<file path="src/iam_pkg.sv">
// Constants and types for the address-mask and repeated-start collision block
package iam_pkg;
    // ==========================================================
    // Field layout
    localparam int         BAUD_W         = 7;
    localparam int         MASK_W         = 5;
    localparam logic [4:0] TEN_BIT_PREFIX = 5'h1e;
    localparam logic [2:0] LAST_BIT       = 3'h7;
    // ==========================================================
    // Reset values
    localparam logic [7:0] RX_BUF_RST     = 8'h00;
    localparam logic [6:0] BAUD_RST       = 7'h00;
    // Bench link clock period, informative only
    localparam int         LINK_PERIOD_NS = 80;
    // ==========================================================
    // States
    typedef enum logic [2:0] {SL_IDLE, SL_ADDR, SL_ACK, SL_HOLD} iam_slave_e;
    typedef enum logic [2:0] {RS_IDLE, RS_WAIT1, RS_SCLH, RS_WAIT2, RS_WAIT3} iam_rstart_e;
endpackage

</file>
<file path="src/iam_top.sv">
// Slave address matching with masking and repeated-start bus-collision master
`timescale 1ns/1ps
`default_nettype none
module iam_top
(
    input  wire logic       clk_sys,
    input  wire logic       reset,
    input  wire logic       scl_in,
    output logic            scl_out,
    output logic            scl_oe,
    input  wire logic       sda_in,
    output logic            sda_out,
    output logic            sda_oe,
    input  wire logic [7:0] own_address_reg,
    input  wire logic [4:0] address_mask_field,
    input  wire logic [1:0] upper_address_bits,
    input  wire logic       ten_bit_mode,
    input  wire logic       slave_enable,
    input  wire logic       rstart_req,
    input  wire logic       collision_clear,
    output logic [7:0]      receive_buffer_reg,
    output logic            port_irq,
    output logic            bus_collision_flag,
    output logic            rstart_busy,
    output logic            rstart_done
);
    // ==========================================================
    // Pin synchronisers
    logic scl_meta_r, scl_s_r, scl_q_r;
    logic sda_meta_r, sda_s_r, sda_q_r;

    always_ff @(posedge clk_sys)
    begin
        if (reset)
        begin
            scl_meta_r <= 1'b1;
            scl_s_r    <= 1'b1;
            scl_q_r    <= 1'b1;
            sda_meta_r <= 1'b1;
            sda_s_r    <= 1'b1;
            sda_q_r    <= 1'b1;
        end
        else
        begin
            scl_meta_r <= scl_in;
            scl_s_r    <= scl_meta_r;
            scl_q_r    <= scl_s_r;
            sda_meta_r <= sda_in;
            sda_s_r    <= sda_meta_r;
            sda_q_r    <= sda_s_r;
        end
    end

    logic scl_rise, scl_fall, sda_fall, sda_rise;
    assign scl_rise = scl_s_r & ~scl_q_r;
    assign scl_fall = ~scl_s_r & scl_q_r;
    assign sda_fall = ~sda_s_r & sda_q_r;
    assign sda_rise = sda_s_r & ~sda_q_r;

    // ==========================================================
    // Slave address receiver
    iam_pkg::iam_slave_e sl_state_r, sl_state_nxt;
    logic [7:0] shift_r, shift_nxt;
    logic [2:0] bit_cnt_r, bit_cnt_nxt;
    logic       hi_seen_r, hi_seen_nxt;
    logic       ack_arm_r, ack_arm_nxt;
    logic       ack_drive_r, ack_drive_nxt;
    logic       last_r, last_nxt;
    logic [7:0] rx_buf_r, rx_buf_nxt;
    logic       addr_irq_r, addr_irq_nxt;
    logic [7:0] byte_w;
    logic       match_w, byte_done, high_phase;

    assign byte_w     = {shift_r[6:0], sda_s_r};
    assign byte_done  = (sl_state_r == iam_pkg::SL_ADDR) && scl_rise && (bit_cnt_r == iam_pkg::LAST_BIT);
    assign high_phase = ten_bit_mode & ~hi_seen_r;

    iam_addr_match u_match
    (
        .rx_byte            (byte_w),
        .own_address_reg    (own_address_reg),
        .address_mask_field (address_mask_field),
        .upper_address_bits (upper_address_bits),
        .ten_bit_mode       (ten_bit_mode),
        .high_phase         (high_phase),
        .match              (match_w)
    );

    always_comb
    begin
        sl_state_nxt  = sl_state_r;
        shift_nxt     = shift_r;
        bit_cnt_nxt   = bit_cnt_r;
        hi_seen_nxt   = hi_seen_r;
        ack_arm_nxt   = ack_arm_r;
        ack_drive_nxt = ack_drive_r;
        last_nxt      = last_r;
        rx_buf_nxt    = rx_buf_r;
        addr_irq_nxt  = 1'b0;
        unique case (sl_state_r)
            iam_pkg::SL_IDLE, iam_pkg::SL_HOLD:
            begin
                ack_drive_nxt = 1'b0;
            end
            iam_pkg::SL_ADDR:
            begin
                if (scl_rise)
                begin
                    shift_nxt   = byte_w;
                    bit_cnt_nxt = bit_cnt_r + 3'h1;
                end
                if (byte_done)
                begin
                    ack_arm_nxt = match_w;
                    last_nxt    = ~high_phase;
                    if (match_w && !high_phase)
                    begin
                        // Buffer keeps the matched byte so software can tell which address hit
                        rx_buf_nxt   = byte_w;
                        addr_irq_nxt = 1'b1;
                    end
                    sl_state_nxt = match_w ? iam_pkg::SL_ACK : iam_pkg::SL_HOLD;
                end
            end
            iam_pkg::SL_ACK:
            begin
                if (scl_fall && !ack_drive_r)
                begin
                    ack_drive_nxt = 1'b1;
                end
                else if (scl_fall)
                begin
                    ack_drive_nxt = 1'b0;
                    ack_arm_nxt   = 1'b0;
                    hi_seen_nxt   = 1'b1;
                    bit_cnt_nxt   = 3'h0;
                    sl_state_nxt  = last_r ? iam_pkg::SL_HOLD : iam_pkg::SL_ADDR;
                end
            end
            default:
            begin
                sl_state_nxt = iam_pkg::SL_IDLE;
            end
        endcase
        // Stop and disable override any state, as does a start while rstart_busy is low; data phase is outside this block
        if (!slave_enable || (sda_rise && scl_s_r))
        begin
            sl_state_nxt  = iam_pkg::SL_IDLE;
            ack_drive_nxt = 1'b0;
            ack_arm_nxt   = 1'b0;
        end
        else if (sda_fall && scl_s_r && !rstart_busy)
        begin
            sl_state_nxt  = iam_pkg::SL_ADDR;
            bit_cnt_nxt   = 3'h0;
            hi_seen_nxt   = 1'b0;
            ack_drive_nxt = 1'b0;
            ack_arm_nxt   = 1'b0;
        end
    end

    always_ff @(posedge clk_sys)
    begin
        if (reset)
        begin
            sl_state_r  <= iam_pkg::SL_IDLE;
            shift_r     <= iam_pkg::RX_BUF_RST;
            bit_cnt_r   <= 3'h0;
            hi_seen_r   <= 1'b0;
            ack_arm_r   <= 1'b0;
            ack_drive_r <= 1'b0;
            last_r      <= 1'b0;
            rx_buf_r    <= iam_pkg::RX_BUF_RST;
            addr_irq_r  <= 1'b0;
        end
        else
        begin
            sl_state_r  <= sl_state_nxt;
            shift_r     <= shift_nxt;
            bit_cnt_r   <= bit_cnt_nxt;
            hi_seen_r   <= hi_seen_nxt;
            ack_arm_r   <= ack_arm_nxt;
            ack_drive_r <= ack_drive_nxt;
            last_r      <= last_nxt;
            rx_buf_r    <= rx_buf_nxt;
            addr_irq_r  <= addr_irq_nxt;
        end
    end

    // ==========================================================
    // Repeated start generator with collision checks
    iam_pkg::iam_rstart_e rs_state_r, rs_state_nxt;
    logic [6:0] baud_countdown_r, baud_countdown_nxt;
    logic       m_scl_r, m_scl_nxt;
    logic       m_sda_r, m_sda_nxt;
    logic       coll_set, coll_flag_r, coll_flag_nxt;
    logic       coll_irq_r, done_r, done_nxt;
    logic       baud_zero;

    assign baud_zero = (baud_countdown_r == 7'h00);

    always_comb
    begin
        rs_state_nxt       = rs_state_r;
        baud_countdown_nxt = baud_zero ? baud_countdown_r : baud_countdown_r - 7'h01;
        m_scl_nxt          = m_scl_r;
        m_sda_nxt          = m_sda_r;
        coll_set           = 1'b0;
        done_nxt           = 1'b0;
        unique case (rs_state_r)
            iam_pkg::RS_IDLE:
            begin
                if (rstart_req)
                begin
                    m_scl_nxt          = 1'b1;
                    m_sda_nxt          = 1'b0;
                    baud_countdown_nxt = own_address_reg[6:0];
                    rs_state_nxt       = iam_pkg::RS_WAIT1;
                end
            end
            iam_pkg::RS_WAIT1:
            begin
                if (baud_zero)
                begin
                    m_scl_nxt    = 1'b0;
                    rs_state_nxt = iam_pkg::RS_SCLH;
                end
            end
            iam_pkg::RS_SCLH:
            begin
                if (scl_s_r && !sda_s_r)
                begin
                    coll_set = 1'b1;
                end
                else if (scl_s_r)
                begin
                    baud_countdown_nxt = own_address_reg[6:0];
                    rs_state_nxt       = iam_pkg::RS_WAIT2;
                end
            end
            iam_pkg::RS_WAIT2:
            begin
                // An SDA fall is ignored until count end, where low SDA is a collision: two masters never pull at the same instant
                if (scl_fall)
                begin
                    coll_set = 1'b1;
                end
                else if (baud_zero && scl_s_r && sda_s_r)
                begin
                    m_sda_nxt          = 1'b1;
                    baud_countdown_nxt = own_address_reg[6:0];
                    rs_state_nxt       = iam_pkg::RS_WAIT3;
                end
                else if (baud_zero && !sda_s_r)
                begin
                    coll_set = 1'b1;
                end
            end
            iam_pkg::RS_WAIT3:
            begin
                if (baud_zero)
                begin
                    m_scl_nxt    = 1'b1;
                    done_nxt     = 1'b1;
                    rs_state_nxt = iam_pkg::RS_IDLE;
                end
            end
            default:
            begin
                rs_state_nxt = iam_pkg::RS_IDLE;
            end
        endcase
        if (coll_set)
        begin
            m_scl_nxt    = 1'b0;
            m_sda_nxt    = 1'b0;
            rs_state_nxt = iam_pkg::RS_IDLE;
        end
        // A new collision beats a clear in the same cycle
        coll_flag_nxt = coll_set | (coll_flag_r & ~collision_clear);
    end

    always_ff @(posedge clk_sys)
    begin
        if (reset)
        begin
            rs_state_r       <= iam_pkg::RS_IDLE;
            baud_countdown_r <= iam_pkg::BAUD_RST;
            m_scl_r          <= 1'b0;
            m_sda_r          <= 1'b0;
            coll_flag_r      <= 1'b0;
            coll_irq_r       <= 1'b0;
            done_r           <= 1'b0;
        end
        else
        begin
            rs_state_r       <= rs_state_nxt;
            baud_countdown_r <= baud_countdown_nxt;
            m_scl_r          <= m_scl_nxt;
            m_sda_r          <= m_sda_nxt;
            coll_flag_r      <= coll_flag_nxt;
            coll_irq_r       <= coll_set;
            done_r           <= done_nxt;
        end
    end

    // ==========================================================
    // Outputs
    assign scl_out            = 1'b0;
    assign sda_out            = 1'b0;
    assign scl_oe             = m_scl_r;
    assign sda_oe             = m_sda_r | ack_drive_r;
    assign receive_buffer_reg = rx_buf_r;
    assign port_irq           = addr_irq_r | coll_irq_r;
    assign bus_collision_flag = coll_flag_r;
    assign rstart_busy        = (rs_state_r != iam_pkg::RS_IDLE);
    assign rstart_done        = done_r;
endmodule // iam_top
`default_nettype wire

</file>
<file path="src/iam_addr_match.sv">
// Masked own-address comparator for 7-bit and 10-bit slave addressing
`timescale 1ns/1ps
`default_nettype none
module iam_addr_match
(
    input  wire logic [7:0] rx_byte,
    input  wire logic [7:0] own_address_reg,
    input  wire logic [4:0] address_mask_field,
    input  wire logic [1:0] upper_address_bits,
    input  wire logic       ten_bit_mode,
    input  wire logic       high_phase,
    output logic            match
);
    logic [7:0] care;
    logic [7:0] diff;

    always_comb
    begin
        care = 8'hff;
        diff = rx_byte ^ own_address_reg;
        match = 1'b0;
        if (!ten_bit_mode)
        begin
            care  = {2'h3, ~address_mask_field, 1'h0};
            match = ((diff & care) == 8'h00);
        end
        else if (high_phase)
        begin
            // High byte carries prefix and the two top bits, never masked
            match = (rx_byte[7:3] == iam_pkg::TEN_BIT_PREFIX) && (rx_byte[2:1] == upper_address_bits);
        end
        else
        begin
            care  = {2'h3, ~address_mask_field[4:1], {2{~address_mask_field[0]}}};
            match = ((diff & care) == 8'h00);
        end
    end
endmodule // iam_addr_match
`default_nettype wire

</file>
<file path="config.mk">
export PLATFORM = sky130hd
export DESIGN_NAME = iam_top
export DESIGN_NICKNAME = d
export VERILOG_FILES = /design/src/iam_pkg.sv /design/src/iam_top.sv /design/src/iam_addr_match.sv
export SDC_FILE = /design/constraint.sdc
export NUM_CORES = 1
export LEC_CHECK = 0
export ABC_AREA = 1
export BUFFER_PORTS_ARGS = -buffer_cell sky130_fd_sc_hd__buf_2
export CORE_MARGIN = 2
export CORE_UTILIZATION = 35
export DETAILED_ROUTE_END_ITERATION = 8
export PLACE_DENSITY = 0.57
export SYNTH_ARGS = -nofsm -noshare
export SYNTH_HDL_FRONTEND = slang
export SYNTH_SLANG_ARGS = --single-unit
export TNS_END_PERCENT = 30
</file>
<file path="constraint.sdc">
create_clock -name clk_sys -period 1.32 [get_ports clk_sys]
set_input_delay 0 -clock clk_sys [delete_from_list [all_inputs] [get_ports clk_sys]]
set_output_delay 0 -clock clk_sys [all_outputs]
set_load 0.02 [all_outputs]
</file>
# After elaboration in Yosys (flattened, before gate mapping)
# Cells that the tools add are included.
dict set report totals {
  reg_bits 46
  in_bits 23
  elab_cells 170
  output_inout_bits 16
}
dict set report classes {
  n_bitwise 26
  n_eq_ne 25
  mux 53
  reduce_logical 42
  add_sub_neg 2
}
# operator count
set ops {}
lappend ops {{2-to-1 mux 3 bit} 15}
lappend ops {{2-to-1 mux 7 bit} 6}
lappend ops {{2-to-1 mux 1 bit} 23}
lappend ops {{inequality test 2 bit (second input constant)} 11}
lappend ops {{one-hot mux 7 bit (3 select lines)} 1}
lappend ops {{bitwise AND 8 bit} 2}
lappend ops {{logical NOT 8 bit} 2}
lappend ops {{AND reduction 4 bit} 4}
lappend ops {{one-hot mux 3 bit (5 select lines)} 1}
lappend ops {{equality test 3 x 2 -> 1 bit (second input constant)} 4}
lappend ops {{logical AND 1 bit} 12}
lappend ops {{NOT 1 bit} 12}
lappend ops {{inequality test 3 bit (second input constant)} 3}
lappend ops {{one-hot mux 3 bit (3 select lines)} 1}
lappend ops {{OR reduction 2 bit} 4}
lappend ops {{bitwise XOR 8 bit} 1}
lappend ops {{logical NOT 7 bit} 1}
lappend ops {{AND reduction 7 bit} 1}
lappend ops {{subtractor 7 x 1 -> 7 bit (second input constant)} 1}
lappend ops {{bitwise AND 1 bit} 6}
lappend ops {{equality test 3 x 1 -> 1 bit (second input constant)} 2}
lappend ops {{equality test 3 bit (second input constant)} 2}
lappend ops {{logical NOT 3 bit} 2}
lappend ops {{one-hot mux 1 bit (2 select lines)} 3}
lappend ops {{other kinds (17)} 28}

# Longest topological paths before layout
# Gate-level depths: netlist of run 1.
dict set report logic_depth {
  depth_word 9
  mapped_depth 12
  mapped_depth_nobuf 12
}

# Modules after synthesis
# Synthesis of run 1 repeated with hierarchy kept, for this count alone.
dict set report unflattened {
  hier_cells 363
  hier_area_um2 2516.2
}
# mod area_per_inst_um2 cells_per_inst n_inst seq_area_each_um2
set modules_own_cells {}
lappend modules_own_cells {iam_top 2283.4 311 1 900.9}
lappend modules_own_cells {iam_addr_match 232.7 52 1 0.0}

# Worst setup path before layout of run 1
# No wires, ideal clock.
dict set report synth_timing {
  kind {flip-flop to flip-flop}
  start {register baud_countdown_r[0]}
  end {register rs_state_r[1]}
  setup_ns 0.109
  period_less_slack_ns 1.425
  path_buffers 0
  path_slack_ns -0.105
  t_required_ns 1.211
  stages_incl_launch_ff 12
  arrival_ns 1.316
  path_cell_list {dfxtp_1 > inv_1 > ha_1 > nand2_1 > nor2_8 > inv_2 > nand2_1 > nand4_2 > inv_2 > nand3b_1 > nand2_1 > inv_1}
}
dict set report synth_between {
  elab_chain_cells 7
  elab_cells_between_ends 13
  classes_between {eq/ne (3); mux (4); reduce/logical (6)}
}
# element line
set synth_lines {}
lappend synth_lines {{start: declaration} iam_top.sv:193} ;# logic [6:0] baud_countdown_r, baud_countdown_nxt;
lappend synth_lines {{start signal: assignment} iam_top.sv:288} ;# baud_countdown_r <= iam_pkg::BAUD_RST;
lappend synth_lines {{start signal: assignment} iam_top.sv:298} ;# baud_countdown_r <= baud_countdown_nxt;
lappend synth_lines {{logical NOT 7 bit (*)} iam_top.sv:200} ;# assign baud_zero = (baud_countdown_r == 7'h00);
lappend synth_lines {{logical AND 1 bit (on tied branches)} {iam_top.sv:254, iam_top.sv:248}}
lappend synth_lines {{2-to-1 mux 1 bit or logical AND 1 bit (tied branches)} {iam_top.sv:254, iam_top.sv:248}}
lappend synth_lines {{2-to-1 mux 1 bit} iam_top.sv:248} ;# else if (baud_zero && scl_s_r && sda_s_r)
lappend synth_lines {{2-to-1 mux 1 bit} iam_top.sv:244} ;# if (scl_fall)
lappend synth_lines {{one-hot mux 1 bit (2 select lines)} iam_top.sv:210} ;# unique case (rs_state_r)
lappend synth_lines {{OR reduction 2 bit (no line)} -}
lappend synth_lines {{end signal: assignment} iam_top.sv:287} ;# rs_state_r <= iam_pkg::RS_IDLE;
lappend synth_lines {{end signal: assignment} iam_top.sv:297} ;# rs_state_r <= rs_state_nxt;
lappend synth_lines {{end: declaration} iam_top.sv:192} ;# iam_pkg::iam_rstart_e rs_state_r, rs_state_nxt;
# Mark *: on every way between the ends. The rest lies on a longest branch, timed or not.
# A chain may end at the register's enable or synchronous reset.

# Worst setup path in the final report of run 1
dict set report layout_timing {
  start {register baud_countdown_r[1]}
  end {register baud_countdown_r[0]}
}
dict set report layout_between {
  elab_chain_cells 6
  elab_cells_between_ends 10
  classes_between {mux (7); reduce/logical (3)}
}
# element line
set layout_lines {}
lappend layout_lines {{logical NOT 7 bit (*)} iam_top.sv:200}
lappend layout_lines {{logical AND 1 bit (2 in series)} iam_top.sv:248}
lappend layout_lines {{2-to-1 mux 7 bit} iam_top.sv:248}
lappend layout_lines {{2-to-1 mux 7 bit} iam_top.sv:244}
lappend layout_lines {{one-hot mux 7 bit (3 select lines) (*)} iam_top.sv:210}
# Marks and branches as above.

==> results of run 1 <==
metal layers:
metal | routed length [um] | share of wire, %
met5 | 0 | 0
met4 | 59 | 0.99
met3 | 259 | 4.4
met2 | 2810 | 47
met1 | 2800 | 47
area by class of cell:
type	count	area, sq um
fill	628	2940
multi-input combinational	215	1430
sequential	45	917
timing repair buffer	98	684
inverter	59	226
tap	77	96.3
clock buffer	5	68.8
clock inverter	3	65.1
layout by cell type (no fill, tap or decap), types with 12 or more instances in the layout:
cell type and instances:
a21oi_1 24, a21oi_2 13, buf_2 36, buf_4 48
dfxtp_1 34, inv_1 39, inv_2 19, nand2_1 49
nor2_1 21, o21ai_1 12
stage by stage:
step | cells | setup slack (ps) | TNS, ps
after CTS | 500 | -139 | -2320
after floorplan | 326 | -18.6 | -29.5
final | 502 | -147 | -1980
after global placement | 481 | -160 | -1740
after global routing | 502 | -233 | -4640
after detailed placement | 481 | -152 | -2130
Yosys cell counts, types with 4 or more instances:
| master | count | share of area [%] |
|---|---|---|
| a21oi_1 | 35 | 7.4 |
| nand3_1 | 15 | 3.2 |
| xnor2_1 | 4 | 1.5 |
| nand2_1 | 57 | 9.1 |
| clkbuf_1 | 5 | 0.80 |
| inv_2 | 15 | 2.4 |
| dfxtp_1 | 45 | 38 |
| o21ai_1 | 4 | 0.85 |
| ha_1 | 6 | 3.2 |
| nor2_4 | 4 | 1.9 |
| or2_2 | 8 | 2.1 |
| nor2_1 | 23 | 3.7 |
| inv_1 | 43 | 6.8 |
| o21ai_0 | 19 | 4.0 |
| nand2_2 | 7 | 1.9 |
worst max-delay path: cells and delay by family (launching register included):
family | cells | cell delay (ps)
adder cells (fa/ha/maj) | 1 | 140
AND/OR/NAND/NOR | 6 | 600
buffers and inverters | 2 | 180
AO/OA/AOI/OAI | 1 | 160
flip-flops | 1 | 330
worst paths after layout:
path                                          start                   to  slack [ps]  cells past startpoint
worst min register to register           sda_meta_r              sda_s_r         420                      1
worst max register to register  baud_countdown_r[1]  baud_countdown_r[0]        -150                     10
worst max-delay path            baud_countdown_r[1]  baud_countdown_r[0]        -150                     10
worst min-delay path                   slave_enable        sl_state_r[0]         110                      4
power groups by stage:
stage	logic, mW	clock network [mW]	registers [mW]
global placement	1.94	0	1.62
detailed placement	1.96	0	1.62
finish	2.34	1.25	1.61
floorplan	1.20	0	1.64
CTS	2.03	1.28	1.59
global route	2.59	1.33	1.62
cells by family (layout without fill, tap and decap cells):
group                    after synthesis  count (layout)  share of synthesized area (%)
AND/OR/NAND/NOR                      129             130                           27.8
AO/OA/AOI/OAI                         72              72                           17.5
buffers and inverters                 67             165                           11.3
flip-flops                            45              45                           38.2
adder cells (fa/ha/maj)                6               6                           3.18
XOR/XNOR                               5               5                           1.86
other                                  1               2                          0.159
repair_timing:
item / CTS / global route
hold buffers: 10 / 1
setup buffers: 0 / 1
pin swaps: 5 / 13
cloned: 1 / 0
endpoints found under the hold margin: 9 / 1
resized for setup: 20 / 42
setup endpoints to repair: 26 / 30
==> results.txt, run 1 <==
----------------------------------------------------
[Outcome]
  Outcome ... finished with violations
  Failing checks ... setup timing

[Clocking]
  Clock H-tree levels ... 2
  TritonCTS clock tree ... built
  Number of sinks on the clock net ... 45
  Register clock-pin slew on the reported worst setup and hold paths ... 90 ps
  Clk Tree Root Cell ... clkbuf_8
  Number of buffers created by CTS ... 5
  Buffer depth of the longest clock path ... 2
  Clock latency on the worst-skew pair ... 310 ps

[Timing]
  Final hold violation count ... 0
  Unrepaired setup endpoints after global routing ... true
  Setup Viol. Count Final ... 24
  Minimum clock period ... 1470 ps
  Clock tree skew after final layout ... 12.5 ps
  Min setup slack post-route ... -147 ps
  Number of pins exceeding their max-slew limit in the final report ... 0
  Worst hold margin ... 113 ps
  F_max ... 682 MHz
  Period utilisation layout ... 111%

[Die]
  Initial standard-cell utilization of the core ... 36.7%
  Die Wd ... 86.1 um
  DIE HEIGHT ... 86.1 um
  CORE AREA ... 0.00642 sq mm
  Floorplan row count ... 29
  Number of top-level pins ... 39
  Die ar. ... 0.00741 sq mm

[Pwr]
  Ratio of total power to cell area ... 1490 mW/mm^2
  Register share of total power ... 30.9%
  Overall power ... 5.20 mW
  Cell-internal power ... 3.32 mW
  Comb power frac ... 45.0%
  Switching Share ... 36.1%
  Largest voltage drop on the vdd net ... 713 uV
  Static leakage ... 1.59 nW
  Part of the power in the clock network ... 24.1%
  Net load switching power ... 1.88 mW

[Final layout]
  Fraction of final layout cells with drive strength greater than 1 ... 45.2%
  Max FFs per register ... 8
  Number of antenna diodes ... 0
  Finished layout cell area ... 0.00348 sq mm
  Final nets ... 453
  Relative area change from synthesis to final layout ... 47.7%
  Share of the core filled with cells ... 54.3%

[Logic synthesis]
  Fraction of registers with async set/reset ... 0%
  Primary flip-flop cell chosen by synthesis mapping ... dfxtp_1
  Register bit count reported by yosys ... 45
  Post-Syn Area ... 0.00236 sq mm
  Number of flops mapped to enable cells by yosys ... 0
  Sequential cell area fraction in the yosys report ... 38.2%
  Netlist cell types ... 39
  Synth Area per Inst ... 7.26 sq um
  Number of warnings printed during yosys synthesis ... 0
  Syn Inst Count ... 325

[Hold path]
  Path type of the worst min-delay path ... in2reg

[Worst setup path]
  Critical path launch point type ... register
  Cell type of the slowest stage on the worst timing path ... dfxtp_2
  Worst Setup Path Type ... reg2reg
  Critical Path RT ... 1550 ps
  Cell-by-cell trace of the critical path ... inv_2, ha_4, nand2_4, nor2_8, nand3_4, nand2_4, nand3_4, clkinv_4, nand3_2, a21oi_2
  Maximum cell stage delay along the critical path ... 330 ps
  Worst endpoint data arrival time ... 1700 ps
  Largest driver fanout on the critical path ... 7
  CP endpoint kind ... register

[Route]
  Routed via count divided by cell count ... 4.64
  DR vias ... 2,330
  DRC violations left ... 0
  Router iterations before antenna repair ... 4
  Drt total wl ... 5930 um
  DRC marker count from the first detailed-route iteration ... 54
  DR WL/cell ... 11.8 um
  Remaining antenna violation count ... 0

[Placed design]
  Placed wire-length estimate after detailed placement ... 4260 um
  Global placement routability congestion ... 0.833
  Post-DP Area ... 0.00300 sq mm
  I/O Buffers ... 36

[GRT]
  Met2 track utilization from global routing ... 26.7%
  Via count of the first global-routing pass ... 2,206
  First-pass GRT wire length ... 9670 um
  Met3 Use GR ... 3.75%
  Global Route met1 Usage ... 21.0%
  Largest net degree at the start of global routing ... 16
  Number of antenna violations at the first check in global routing ... 0
  Global-route usage over all layers ... 16.1%
  Global route overflow ... 0
  Global routing's busiest layer ... met2

[Flow run]
  Number of max-capacitance violations reported ... 0

----------------------------------------------------
(Power assumes the default switching activity.)
==> run 2: changes to the inputs <==
SKIP_LAST_GASP = 1   (was default)
==> run 2 against run 1 <==
Against the previous run: clock power about the same; fmax up 1.4%; clock skew hardly changed; the run ends with hold timing, setup timing left.
==> results.txt, run 2 (synthesis gave the netlist of run 1 again) <==
----------------------------------------------------
[Clocking]
  Clock latency on the worst-skew pair ... 300 ps (about the same)
  Clock H-tree levels ... 2 (unchanged)
  Number of buffers created by CTS ... 5 (unchanged)
  Post-CTS Repair Setup Buffers ... 0 (unchanged)
  Buffer depth of the longest clock path ... 2 (unchanged)
  Clk Tree Root Cell ... clkbuf_8
  Register clock-pin slew on the reported worst setup and hold paths ... 90 ps (about the same)
  TritonCTS clock tree ... built
  Number of sinks on the clock net ... 45 (unchanged)

[Route]
  DRC violations left ... 0 (unchanged)
  Routed via count divided by cell count ... 4.60 (-0.81%)
  Router iterations before antenna repair ... 4 (unchanged)
  DRC marker count from the first detailed-route iteration ... 69 (+28%)
  Drt total wl ... 5740 um (-3.2%)
  DR WL/cell ... 11.5 um (-2.8%)
  DR vias ... 2,302 (-1.2%)
  Remaining antenna violation count ... 0 (unchanged)

[Worst setup path]
  CP endpoint kind ... register
  Largest driver fanout on the critical path ... 7 (unchanged)
  Critical Path RT ... 1550 ps (about the same)
  Count of cells along the worst register-to-register path ... 10 (unchanged)
  Worst endpoint data arrival time ... 1680 ps (-20 ps)
  Critical path launch point type ... register
  Worst Setup Path Type ... reg2reg

[Final layout]
  Final nets ... 451 (-0.44%)
  Max FFs per register ... 8 (unchanged)
  Fraction of final layout cells with drive strength greater than 1 ... 41.8% (-3.3 points)
  Commonest non-fill, non-tap cell in the layout ... nand2_1
  Share of the core filled with cells ... 52.6% (-1.7 points)
  Most frequent cells in the layout ... 51 x nand2_1, 48 x buf_4, 40 x inv_1
  Number of antenna diodes ... 0 (unchanged)
  Number of non-filler instances in the completed layout ... 500 (-0.40%)
  Relative area change from synthesis to final layout ... 43.2%

[GRT]
  First-pass GRT wire length ... 9630 um (-0.35%)
  Largest net degree at the start of global routing ... 16 (unchanged)
  Number of antenna violations at the first check in global routing ... 0 (unchanged)
  Global route overflow ... 0 (unchanged)
  Global-route usage over all layers ... 16.1% (-0.060 points)
  Via count of the first global-routing pass ... 2,202 (-0.18%)

[Flow run]
  Number of max-capacitance violations reported ... 0 (unchanged)

[Outcome]
  Outcome ... finished with violations
  Failing checks ... hold timing, setup timing

[Die]
  Die Wd ... 86.1 um (unchanged)
  CORE AREA ... 0.00642 sq mm (unchanged)
  DIE HEIGHT ... 86.1 um (unchanged)
  Initial standard-cell utilization of the core ... 36.7% (unchanged)
  Die ar. ... 0.00741 sq mm (unchanged)
  Floorplan row count ... 29 (unchanged)
  Number of top-level pins ... 39 (unchanged)

[Timing]
  Number of pins exceeding their max-slew limit in the final report ... 0 (unchanged)
  Clock tree skew after final layout ... 12.1 ps (-0.402 ps)
  Unrepaired setup endpoints after global routing ... true
  Minimum clock period ... 1450 ps (-20.6 ps)
  Min setup slack post-route ... -126 ps (+20.6 ps)
  Worst hold margin ... -4.34 ps (-117 ps)
  F_max ... 691 MHz (+1.4%)
  Setup Viol. Count Final ... 24 (unchanged)
  Period utilisation layout ... 110% (-1.6 points)
  Final hold violation count ... 1 (+1)

[Pwr]
  Overall power ... 5.10 mW (-1.9%)
  Largest voltage drop on the vdd net ... 693 uV (-2.9%)
  Ratio of total power to cell area ... 1510 mW/mm^2 (+1.2%)
  Static leakage ... 1.58 nW (-1.0%)

[Hold path]
  Cell depth of the worst hold path ... 3 (-1)
  Path type of the worst min-delay path ... in2reg

[Placed design]
  Placed wire-length estimate after detailed placement ... 4260 um (unchanged)
  Global placement routability congestion ... 0.833 (unchanged)
  Cell Count Post-Placement ... 481 (unchanged)
  I/O Buffers ... 36 (unchanged)

----------------------------------------------------
## run 2: power by group
part | total [mW] | leakage (nW) | internal [mW] | switching (mW)
clock network | 1.25 | 0.0681 | 0.753 | 0.498
registers | 1.60 | 0.369 | 1.50 | 0.104
logic | 2.25 | 1.14 | 1.03 | 1.22
total | 5.10 | 1.58 | 3.28 | 1.82
## run 2: through the flow
step | setup WS (ps) | area [sq um] | TNS (ps) | hold slack (ps)
final | -126 | 3380 | -1910 | -4.34
after global routing | -230 | 3380 | -5050 | 22.7
after CTS | -139 | 3280 | -2520 | 0.322
after detailed placement | -152 | 3000 | -2130 | 184
after global placement | -160 | 3000 | -1740 | 184
after floorplan | -18.6 | 2390 | -29.5 | 104
## run 2: layout make-up
type | instances | area (sq um)
inverters | 59 | 226
multi-input cells | 215 | 1350
well taps | 77 | 96.3
clock buffers | 5 | 68.8
fillers | 655 | 3040
repair buffers | 96 | 663
flip-flops and latches | 45 | 913
clock inverters | 3 | 65.1
## run 2: worst paths after layout
kind | start | to | slack (ps)
hold reg to reg | sda_meta_r | sda_s_r | 420
setup / recovery | baud_countdown_r[1] | baud_countdown_r[0] | -130
hold / removal | own_address_reg[1] | baud_countdown_r[1] | -4
setup reg to reg | baud_countdown_r[1] | baud_countdown_r[0] | -130
## run 2: worst max-delay path: stages, from the launching register on
cell	delay (ps)
dfxtp_2	330
inv_2	70
ha_4	130
nand2_4	60
nor2_8	160
nand3_4	100
nand2_4	100
nand3_4	100
clkinv_4	100
nand3_2	70
a21oi_2	150
## run 2: timing repair
action | CTS | global route
hold buffers | 10 | 0
cloned | 1 | 0
hold endpoints to repair | 9 | 0
pin swaps | 2 | 11
gates resized for setup | 13 | 26
endpoints found under the setup margin | 26 | 30
## run 2: per-layer routing
layer | vias up | routed length (um) | track usage [%]
li1 | 1229 | - | -
met2 | 48 | 2670 | 26.5
met1 | 1017 | 2720 | 21.0
met4 | 0 | 74 | 4.47
met3 | 8 | 278 | 3.75
met5 | - | 0 | 0
